`config.mk`:
```
export PLATFORM = sky130hd
export DESIGN_NAME = ssd_top
export DESIGN_NICKNAME = d
export VERILOG_FILES = /design/src/verilog/ssd_pkg.sv /design/src/verilog/ssd_tick.sv /design/src/verilog/ssd_top.sv
export SDC_FILE = /design/constraint.sdc
export NUM_CORES = 1
export LEC_CHECK = 0
export BUFFER_PORTS_ARGS = -buffer_cell sky130_fd_sc_hd__buf_2
export CAP_MARGIN = 5
export CORE_UTILIZATION = 63
export CTS_BUF_LIST = sky130_fd_sc_hd__clkbuf_4 sky130_fd_sc_hd__clkbuf_8
export DETAILED_ROUTE_END_ITERATION = 16
export PLACE_DENSITY = 0.9
export SETUP_SLACK_MARGIN = 0.2
export SYNTH_ARGS = -nofsm -noshare
export SYNTH_HDL_FRONTEND = slang
export SYNTH_SLANG_ARGS = --single-unit
```
`constraint.sdc`:
```
create_clock -name mclk -period 13.7 [get_ports mclk]
set_clock_uncertainty 0.2 [all_clocks]
set_input_delay 2.74 -clock mclk [delete_from_list [all_inputs] [get_ports mclk]]
set_output_delay 2.74 -clock mclk [all_outputs]
set_load 0.005 [all_outputs]
```
`src/verilog/ssd_pkg.sv`:
```
// What this block does
// - Shutdown while running drops all gate drive
// - Fault relay released while shutdown cause persists
// - Shutdown code sent; panel shows its message
// - Wishbone register supplies full-load current for overload base
// - Highest phase current against 1.05 full-load
// - Overload held 40 seconds raises shutdown
// - Any heatsink above 212F raises shutdown
// - Pump stays on until all below 109F
// - Heat shutdown code names phase A, B, C
// - Pump output on while the starter is running
// - Stop contact closed only while no fault
// - Six gate outputs only while running
// - Pump on above 110F, off below it
package ssd_pkg;

  // ----------------------------------------
  // Timing
  // ----------------------------------------
  localparam int CLK_HZ = 200_000_000;
  localparam int OVL_TIME_S = 40;
  localparam logic [5:0] OVL_SECS = 6'(OVL_TIME_S);

  // ----------------------------------------
  // Thresholds
  // ----------------------------------------
  localparam logic [23:0] OVL_NUM = 24'h000069;
  localparam logic [23:0] OVL_DEN = 24'h000064;
  localparam logic [15:0] TEMP_TRIP_F = 16'h00D4;
  localparam logic [15:0] TEMP_PUMP_F = 16'h006E;
  localparam logic [15:0] TEMP_HOLD_F = 16'h006D;

  // ----------------------------------------
  // Register map
  // ----------------------------------------
  localparam logic [7:0] REG_FLC = 8'h00;
  localparam logic [7:0] REG_STATUS = 8'h04;
  localparam logic [7:0] REG_IRQ_STAT = 8'h08;
  localparam logic [7:0] REG_IRQ_MASK = 8'h0C;
  localparam logic [7:0] REG_OVL_CNT = 8'h10;
  localparam logic [15:0] FLC_RESET = 16'h0000;
  localparam int IRQ_W = 2;
  localparam int IRQ_OVL = 0;
  localparam int IRQ_HOT = 1;

  // ----------------------------------------
  // Types
  // ----------------------------------------
  typedef struct packed {
    logic [15:0] a;
    logic [15:0] b;
    logic [15:0] c;
  } ssd_tri_t;

  typedef enum logic [2:0] {
    CODE_NONE = 3'h0,
    CODE_OVL = 3'h1,
    CODE_HOT_A = 3'h2,
    CODE_HOT_B = 3'h3,
    CODE_HOT_C = 3'h4
  } ssd_code_t;

  typedef enum logic [1:0] {
    ST_IDLE = 2'b00,
    ST_RUN = 2'b01,
    ST_TRIP = 2'b10
  } ssd_state_t;

endpackage

```
`src/verilog/ssd_tick.sv`:
```
`timescale 1ns/1ps
module ssd_tick #(
  parameter int DIV = 200_000_000
) (
  // Clock and reset
  input wire logic mclk,
  input wire logic rst,
  // One-cycle enable
  output logic tick
);
  localparam int CW = $clog2(DIV);
  logic [CW-1:0] cnt_q;

  generate
    if (DIV < 2) begin : g_bad
      $error("ssd_tick: DIV must be at least 2");
    end
  endgenerate

  always_ff @(posedge mclk or posedge rst) begin
    if (rst) begin
      cnt_q <= '0;
      tick <= 1'b0;
    end else begin
      tick <= (cnt_q == CW'(DIV - 1));
      cnt_q <= (cnt_q == CW'(DIV - 1)) ? '0 : cnt_q + 1'b1;
    end
  end
endmodule

```
`src/verilog/ssd_top.sv`:
```
`timescale 1ns/1ps
module ssd_top #(
  parameter int SEC_CYCLES = ssd_pkg::CLK_HZ
) (
  // Clock and reset
  input wire logic mclk,
  input wire logic rst,
  // Wishbone slave
  input wire logic wb_cyc_i,
  input wire logic wb_stb_i,
  input wire logic wb_we_i,
  input wire logic [7:0] wb_adr_i,
  input wire logic [3:0] wb_sel_i,
  input wire logic [31:0] wb_dat_i,
  output logic [31:0] wb_dat_o,
  output logic wb_ack_o,
  output logic irq,
  // Panel side
  input wire logic run_cmd,
  output logic fault_relay,
  output logic code_stb,
  output ssd_pkg::ssd_code_t code,
  // Measurements
  input wire ssd_pkg::ssd_tri_t rms_current,
  input wire ssd_pkg::ssd_tri_t heatsink_temp,
  // Power stage
  output logic [5:0] gate,
  output logic pump_relay
);
  import ssd_pkg::*;

  // ----------------------------------------
  // Elaboration checks
  // ----------------------------------------
  generate
    if (SEC_CYCLES < 2) begin : g_bad_sec
      $error("ssd_top: SEC_CYCLES must be at least 2");
    end
    // Six-bit second counter saturates at the overload time
    if (OVL_TIME_S < 1 || OVL_TIME_S > 63) begin : g_bad_ovl
      $error("ssd_top: overload time must fit the counter");
    end
  endgenerate

  // ----------------------------------------
  // Declarations
  // ----------------------------------------
  ssd_state_t state_q, state_d;
  logic [15:0] flc_q;
  logic [5:0] ovl_cnt_q, ovl_cnt_d;
  logic [IRQ_W-1:0] ista_q, imask_q;
  logic hold_q, warm_q, sec_tick;

  ssd_tick #(
    .DIV(SEC_CYCLES)
  ) u_tick (
    .mclk(mclk),
    .rst(rst),
    .tick(sec_tick)
  );

  // ----------------------------------------
  // Overload supervision
  // ----------------------------------------
  wire [15:0] max_ab_w = (rms_current.a > rms_current.b) ?
                         rms_current.a : rms_current.b;
  wire [15:0] max_w = (max_ab_w > rms_current.c) ?
                      max_ab_w : rms_current.c;
  // Cross-multiplied so 1.05 needs no fraction
  wire over_w = (24'(max_w) * OVL_DEN) > (24'(flc_q) * OVL_NUM);
  wire ovl_done_w = over_w && sec_tick && (ovl_cnt_q == OVL_SECS - 6'h01);
  wire ovl_trip_w = (state_q == ST_RUN) && ovl_done_w;

  always_comb begin
    ovl_cnt_d = ovl_cnt_q;
    if (!over_w || state_q != ST_RUN) begin
      ovl_cnt_d = 6'h00;
    end else if (sec_tick && ovl_cnt_q != OVL_SECS) begin
      ovl_cnt_d = ovl_cnt_q + 6'h01;
    end
  end

  // ----------------------------------------
  // Heatsink supervision
  // ----------------------------------------
  wire hot_a_w = heatsink_temp.a > TEMP_TRIP_F;
  wire hot_b_w = heatsink_temp.b > TEMP_TRIP_F;
  wire hot_c_w = heatsink_temp.c > TEMP_TRIP_F;
  wire hot_w = hot_a_w || hot_b_w || hot_c_w;
  wire warm_on_w = (heatsink_temp.a > TEMP_PUMP_F) ||
                   (heatsink_temp.b > TEMP_PUMP_F) ||
                   (heatsink_temp.c > TEMP_PUMP_F);
  wire cool_w = (heatsink_temp.a < TEMP_PUMP_F) &&
                (heatsink_temp.b < TEMP_PUMP_F) &&
                (heatsink_temp.c < TEMP_PUMP_F);
  wire cold_w = (heatsink_temp.a < TEMP_HOLD_F) &&
                (heatsink_temp.b < TEMP_HOLD_F) &&
                (heatsink_temp.c < TEMP_HOLD_F);
  // Phase A wins when several trip together
  wire ssd_code_t hot_code_w = hot_a_w ? CODE_HOT_A :
                               hot_b_w ? CODE_HOT_B : CODE_HOT_C;
  wire hot_trip_w = hot_w && state_q != ST_TRIP;
  wire trip_w = ovl_trip_w || hot_trip_w;
  wire ssd_code_t trip_code_w = ovl_trip_w ? CODE_OVL : hot_code_w;
  wire cause_w = hot_w || over_w;

  // ----------------------------------------
  // Starter state
  // ----------------------------------------
  always_comb begin
    case (state_q)
      ST_IDLE: state_d = hot_w ? ST_TRIP :
                         run_cmd ? ST_RUN : ST_IDLE;
      ST_RUN: state_d = trip_w ? ST_TRIP :
                        run_cmd ? ST_RUN : ST_IDLE;
      // Cleared only by cause gone and run removed
      ST_TRIP: state_d = (!cause_w && !run_cmd) ?
                         ST_IDLE : ST_TRIP;
      default: state_d = ST_IDLE;
    endcase
  end

  wire run_d_w = (state_d == ST_RUN);
  wire fault_d_w = (state_d == ST_TRIP);
  wire hold_d_w = (hot_w && hot_trip_w) || (hold_q && !cold_w);
  wire warm_d_w = warm_on_w || (warm_q && !cool_w);
  wire pump_d_w = (state_q == ST_RUN) || hold_q || warm_d_w;

  always_ff @(posedge mclk or posedge rst) begin
    if (rst) begin
      state_q <= ST_IDLE;
      ovl_cnt_q <= 6'h00;
      hold_q <= 1'b0;
      warm_q <= 1'b0;
    end else begin
      state_q <= state_d;
      ovl_cnt_q <= ovl_cnt_d;
      hold_q <= hold_d_w;
      warm_q <= warm_d_w;
    end
  end

  // ----------------------------------------
  // Outputs to power stage and panel
  // ----------------------------------------
  always_ff @(posedge mclk or posedge rst) begin
    if (rst) begin
      gate <= 6'h00;
      fault_relay <= 1'b0;
      pump_relay <= 1'b0;
      code_stb <= 1'b0;
      code <= CODE_NONE;
    end else begin
      gate <= {6{run_d_w}};
      fault_relay <= !fault_d_w;
      pump_relay <= pump_d_w;
      code_stb <= trip_w;
      if (trip_w) begin
        code <= trip_code_w;
      end
    end
  end

  // ----------------------------------------
  // Wishbone slave
  // ----------------------------------------
  wire req_w = wb_cyc_i && wb_stb_i && !wb_ack_o;
  wire wr_w = req_w && wb_we_i;
  wire sel_flc_w = (wb_adr_i == REG_FLC);
  wire sel_ist_w = (wb_adr_i == REG_IRQ_STAT);
  wire sel_msk_w = (wb_adr_i == REG_IRQ_MASK);
  wire [IRQ_W-1:0] ev_w = {hot_trip_w, ovl_trip_w};
  wire [IRQ_W-1:0] w1c_w = (wr_w && sel_ist_w && wb_sel_i[0]) ?
                           wb_dat_i[IRQ_W-1:0] : '0;
  // Set beats clear in the same cycle
  wire [IRQ_W-1:0] ista_d_w = (ista_q & ~w1c_w) | ev_w;
  wire [31:0] status_w = {25'h0000000, hold_q, warm_q, code,
                          state_q};
  wire [31:0] rd_w =
    (wb_adr_i == REG_FLC) ? {16'h0000, flc_q} :
    (wb_adr_i == REG_STATUS) ? status_w :
    (wb_adr_i == REG_IRQ_STAT) ? {30'h00000000, ista_q} :
    (wb_adr_i == REG_IRQ_MASK) ? {30'h00000000, imask_q} :
    (wb_adr_i == REG_OVL_CNT) ? {26'h0000000, ovl_cnt_q} :
    32'h00000000;

  always_ff @(posedge mclk or posedge rst) begin
    if (rst) begin
      wb_ack_o <= 1'b0;
      wb_dat_o <= 32'h00000000;
      flc_q <= FLC_RESET;
      imask_q <= '0;
      ista_q <= '0;
      irq <= 1'b0;
    end else begin
      wb_ack_o <= req_w;
      wb_dat_o <= req_w ? rd_w : 32'h00000000;
      if (wr_w && sel_flc_w && wb_sel_i[0]) begin
        flc_q[7:0] <= wb_dat_i[7:0];
      end
      if (wr_w && sel_flc_w && wb_sel_i[1]) begin
        flc_q[15:8] <= wb_dat_i[15:8];
      end
      if (wr_w && sel_msk_w && wb_sel_i[0]) begin
        imask_q <= wb_dat_i[IRQ_W-1:0];
      end
      ista_q <= ista_d_w;
      irq <= |(ista_d_w & imask_q);
    end
  end

  // ----------------------------------------
  // Checks
  // ----------------------------------------
  gates_off_a: assert property (@(posedge mclk) disable iff (rst)
    (state_q == ST_TRIP) |-> (gate == 6'h00))
    else $error("gates driven during shutdown");

  relay_open_a: assert property (@(posedge mclk) disable iff (rst)
    (state_q == ST_TRIP) |-> !fault_relay)
    else $error("fault relay closed during shutdown");

  relay_closed_a: assert property (@(posedge mclk) disable iff (rst)
    (state_d != ST_TRIP) |=> fault_relay)
    else $error("fault relay open with no fault");

  code_sent_a: assert property (@(posedge mclk) disable iff (rst)
    $rose(state_q == ST_TRIP) |-> code_stb && (code != CODE_NONE))
    else $error("no shutdown code on trip");

  ovl_trip_a: assert property (@(posedge mclk) disable iff (rst)
    (state_q == ST_RUN && ovl_done_w) |=> (state_q == ST_TRIP)
      && (code == CODE_OVL))
    else $error("overload did not trip after full interval");

  ovl_clear_a: assert property (@(posedge mclk) disable iff (rst)
    !over_w |=> (ovl_cnt_q == 6'h00))
    else $error("overload timer not cleared");

  hot_trip_a: assert property (@(posedge mclk) disable iff (rst)
    (hot_w && state_q != ST_TRIP) |=> (state_q == ST_TRIP))
    else $error("heatsink over trip level did not shut down");

  hot_phase_a: assert property (@(posedge mclk) disable iff (rst)
    (hot_trip_w && !ovl_trip_w && hot_b_w && !hot_a_w)
      |=> (code == CODE_HOT_B))
    else $error("wrong phase in heat shutdown code");

  pump_hold_a: assert property (@(posedge mclk) disable iff (rst)
    (hold_q && !cold_w) |=> pump_relay [*2])
    else $error("pump stopped before heatsinks cooled");

  pump_run_a: assert property (@(posedge mclk) disable iff (rst)
    (state_q == ST_RUN) |=> pump_relay)
    else $error("pump off while running");

  pump_warm_a: assert property (@(posedge mclk) disable iff (rst)
    warm_on_w |=> pump_relay)
    else $error("pump off above pump temperature");

  gate_run_a: assert property (@(posedge mclk) disable iff (rst)
    (gate != 6'h00) |-> (state_q == ST_RUN) && (gate == 6'h3F))
    else $error("gates driven while not running");

  latch_a: assert property (@(posedge mclk) disable iff (rst)
    (state_q == ST_TRIP && (run_cmd || cause_w)) |=> (state_q == ST_TRIP))
    else $error("shutdown released too early");

  code_pulse_a: assert property (@(posedge mclk) disable iff (rst)
    code_stb |=> !code_stb)
    else $error("shutdown code strobe longer than one cycle");

  max_phase_a: assert property (@(posedge mclk) disable iff (rst)
    over_w == ((24'(rms_current.a) * OVL_DEN > 24'(flc_q) * OVL_NUM) ||
      (24'(rms_current.b) * OVL_DEN > 24'(flc_q) * OVL_NUM) ||
      (24'(rms_current.c) * OVL_DEN > 24'(flc_q) * OVL_NUM)))
    else $error("overload compare not on highest phase");

  ovl_idle_a: assert property (@(posedge mclk) disable iff (rst)
    (state_q != ST_RUN) |=> (ovl_cnt_q == 6'h00))
    else $error("overload timer counting while not running");

  run_start_a: assert property (@(posedge mclk) disable iff (rst)
    (state_q == ST_IDLE && run_cmd && !hot_w)
      |=> (state_q == ST_RUN) && (gate == 6'h3F))
    else $error("run command did not start the starter");

  hold_set_a: assert property (@(posedge mclk) disable iff (rst)
    hot_trip_w |=> hold_q ##1 pump_relay)
    else $error("pump hold not taken on heat shutdown");

  pump_stop_a: assert property (@(posedge mclk) disable iff (rst)
    (state_q != ST_RUN && !hold_q && cool_w) |=> !pump_relay)
    else $error("pump running while commanded to stop");

  ovl_flag_a: assert property (@(posedge mclk) disable iff (rst)
    ev_w[IRQ_OVL] |=> ista_q[IRQ_OVL])
    else $error("overload event lost in status");

  hot_flag_a: assert property (@(posedge mclk) disable iff (rst)
    ev_w[IRQ_HOT] |=> ista_q[IRQ_HOT])
    else $error("heat event lost in status");

  // Mask written last cycle leaves irq one cycle behind
  irq_level_a: assert property (@(posedge mclk) disable iff (rst)
    $stable(imask_q) |-> (irq == |(ista_q & imask_q)))
    else $error("interrupt level disagrees with status and mask");

  ack_pulse_a: assert property (@(posedge mclk) disable iff (rst)
    wb_ack_o |=> !wb_ack_o)
    else $error("bus acknowledge held longer than one cycle");

endmodule

```
==> impl_metrics.py <==
metrics = {
    "sta": {
        "rsz0062_at_grt": "false",
        "drv_slew": 0,
        "setup_viol": 0,
        "slew_headroom_pct": 22.49,
        "tightest_slew_ns": 1.158,
        "clock.fmax_mhz": 77.81,
        "period_minus_slack_ns": 12.85,
        "setup_tns_ns": 0,
        "hold_viol": 0,
        "fin_crit_sh_pct": 93.81,
    },
    "setup_path": {
        "worst_path_max_delay_cell": "o41ai_1",
        "critPathMaxFanout": 20,
        "path_class": "input pin to register",
        "cp.required_ns": 13.74,
        "end_kind": "register",
        "critPathMaxStageDelay_ns": 0.66,
        "worstSetupStartpointType": "input pin",
        "crit_arrival_ns": 12.89,
        "cp_common_cell": "ha_1",
        "r2r_slack_ns": 6.60,
    },
    "cells_and_area": {
        "final_common_cell": "inv_1",
        "fillers": 1070,
        "final_nets": 1597,
        "drive_above_1_share_pct": 16.64,
        "synthToLayoutAreaGrowth_pct": 11.66,
        "final_cell_mix": "inv_1, ha_1, buf_2",
        "postLayoutCellArea_mm2": 0.01040,
    },
    "detailed_routing": {
        "viasPerCell": 5.714,
        "dr_total_vias": 8200,
        "wire_per_inst_um": 14.82,
        "drt_pass1_iterations": 13,
        "drt_iter0_markers": 469,
        "routed_wl_mm": 21.26,
        "drc_errors": 1,
        "drtAntennaViolNets": 0,
    },
    "synthesis": {
        "synth-compound-area-share_pct": 12.83,
        "synth_ff_type": "dfrtp_1",
        "synthSimpleGateAreaFrac_pct": 16.33,
        "synth_top_area_share_pct": 23.23,
        "ys_warn_count": 0,
        "synthMuxAreaShare_pct": 1.934,
        "synth_cells": 1096,
        "syn_avg_cell_area_um2": 8.500,
        "yosys.cell_types.count": 61,
        "synth-seq-area-share_pct": 22.56,
        "synth_top_family_by_area": "adder cells",
        "yosys-top-cells-area": "ha_1, dfrtp_1, inv_1",
        "synthXorXnorAreaFrac_pct": 5.829,
        "yosysTopAreaCell": "ha_1",
        "synth_adder_area_share_pct": 30.11,
        "synth-seq-cells": 84,
        "syn-cell-area_mm2": 0.009316,
        "async_flop_share_pct": 100.0,
        "synth_edf_count": 0,
    },
    "clocking": {
        "cts_tree": "done",
        "cts_setup_buffers": 0,
        "cts.hold.buffers_added": 0,
        "root_buffer": "clkbuf_8",
        "numClockSinks": 84,
        "clk_pin_slew_ns": 0.08,
        "numCtsBuffers": 9,
        "cts_buffer_depth": 2,
        "insertion_delay_ns": 0.37,
        "htreeDepth": 3,
        "post_cts_resize_count": 0,
    },
    "power_and_ir_drop": {
        "comb_power_share_pct": 69.6,
        "pwr-share-clk_pct": 13.3,
        "p_int_uw": 820.9,
        "p_seq_share_pct": 17.1,
        "p_leak_nw": 5.679,
        "vdd_drop_max_v": 0.0001008,
        "switchingPower_uw": 637.2,
        "pwr_density_cell_mw_per_mm2": 140.2,
        "p_sw_share_pct": 43.70,
    },
    "global_route": {
        "grt_pass1_vias": 7978,
        "antenna_found_initial": 1,
        "grt_overflow_total": 0,
        "grt_pass1_wl_mm": 34.73,
        "grt_max_degree": 85,
        "track_usage_pct": 28.83,
    },
    "run_status": {
        "violations": "design-rule violations",
        "outcome": "finished, violations left",
    },
    "placement": {
        "hpwlAfterDp_mm": 17.15,
        "placed_area_mm2": 0.01019,
        "io_buffers": 157,
        "gp_congestion": 0.8824,
    },
    "floorplan": {
        "dieArea_mm2": 0.01528,
        "die_x_um": 123.6,
        "start_util_pct": 64.34,
        "core_area_mm2": 0.01448,
        "io-pin-count": 192,
        "dieHeight_um": 123.6,
        "num_rows": 44,
    },
    "worst_hold_path": {
        "hold_path.class": "register to register",
    },
    "run": {
        "cap_violations": 0,
    },
}
[worst max-delay path: cells and delay by family]
family          cells  cell delay (ns)
compound gates     11             3.28
fa+ha+maj           7             2.21
mux                 1             0.43
simple gates       13             3.81
buf+inv             2             0.12
xor+xnor            2             0.28
[cells by family (layout without fill, tap and decap cells)]
family | after synthesis | after routing
xor gates and xnor gates | 62 | 62
AOI/OAI and AO/OA | 183 | 183
other | 1 | 17
buffers and inverters | 234 | 373
and+or+nand+nor | 311 | 311
DFF | 84 | 84
adders and majority gates | 205 | 205
muxes | 16 | 16
[power by group through the flow]
stage	clock network (mW)	registers [mW]	logic [mW]
finish	0.194	0.249	1.01
global route	0.206	0.250	1.16
CTS	0.195	0.249	1.02
detailed placement	0	0.254	1.00
global placement	0	0.254	0.960
floorplan	0	0.254	0.813
[state kept, by name (all words and copies together), names as in the netlist]
register,count
wb_ack_o,1
code_stb,1
u_tick.tick,1
flc_q,16
hold_q,1
warm_q,1
ovl_cnt_q,6
pump_relay,1
fault_relay,1
state_q,2
u_tick.cnt_q,28
ista_q,2
code,3
wb_dat_o,16
imask_q,2
irq,1
gate,1
[routing by layer]
layer,vias to the layer above,track usage (%),share of wire (%)
li1,3981,-,-
met1,3827,33.19,40
met2,327,51.98,51
met3,65,4.487,5.6
met4,0,13.86,3.4
met5,-,0,0
[Yosys cell counts, types with 22 or more instances]
master,n
nand4_1,22
nand3_1,31
nand2_1,87
o21ai_0,52
fa_1,32
ha_1,173
xor2_1,25
dfrtp_1,84
nor3_1,38
xnor2_1,37
inv_1,199
a21oi_1,40
nor2_1,60
[final timing paths]
kind	start	endpoint	cells after the start
setup / recovery	rms_current[25]	gate[0]	36
hold / removal	u_tick.cnt_q[0]	u_tick.cnt_q[0]	1
setup reg to reg	flc_q[3]	gate[0]	25
hold reg to reg	u_tick.cnt_q[0]	u_tick.cnt_q[0]	1
max in group asynchronous	rst	flc_q[8]	3
min in group asynchronous	rst	u_tick.cnt_q[25]	3
[final cells by class]
class / instances / area, µm² / area share, %
Clock buffer: 11 / 138.9 / 1.335
Sequential cell: 84 / 2102 / 20.21
Timing Repair Buffer: 159 / 800.8 / 7.698
Multi-Input combinational cell: 793 / 6305 / 60.61
Inverter: 199 / 748.2 / 7.193
Tap cell: 184 / 230.2 / 2.213
Antenna cell: 1 / 2.502 / 0.02406
Clock inverter: 4 / 75.07 / 0.7217
[through the flow]
step	util (%)	std cells	hold slack, ns	setup slack (ns)	power (mW)
floorplan	-	1111	0.2329	2.154	1.067
global placement	70.35	1419	0.2475	0.6944	1.214
detailed placement	70.35	1419	0.2577	0.5935	1.259
CTS	71.83	1434	0.2683	0.9150	1.460
global route	71.85	1435	0.2982	0.2679	1.617
finish	71.85	1435	0.2700	0.8486	1.458
Power figures use the tool's default switching activity.
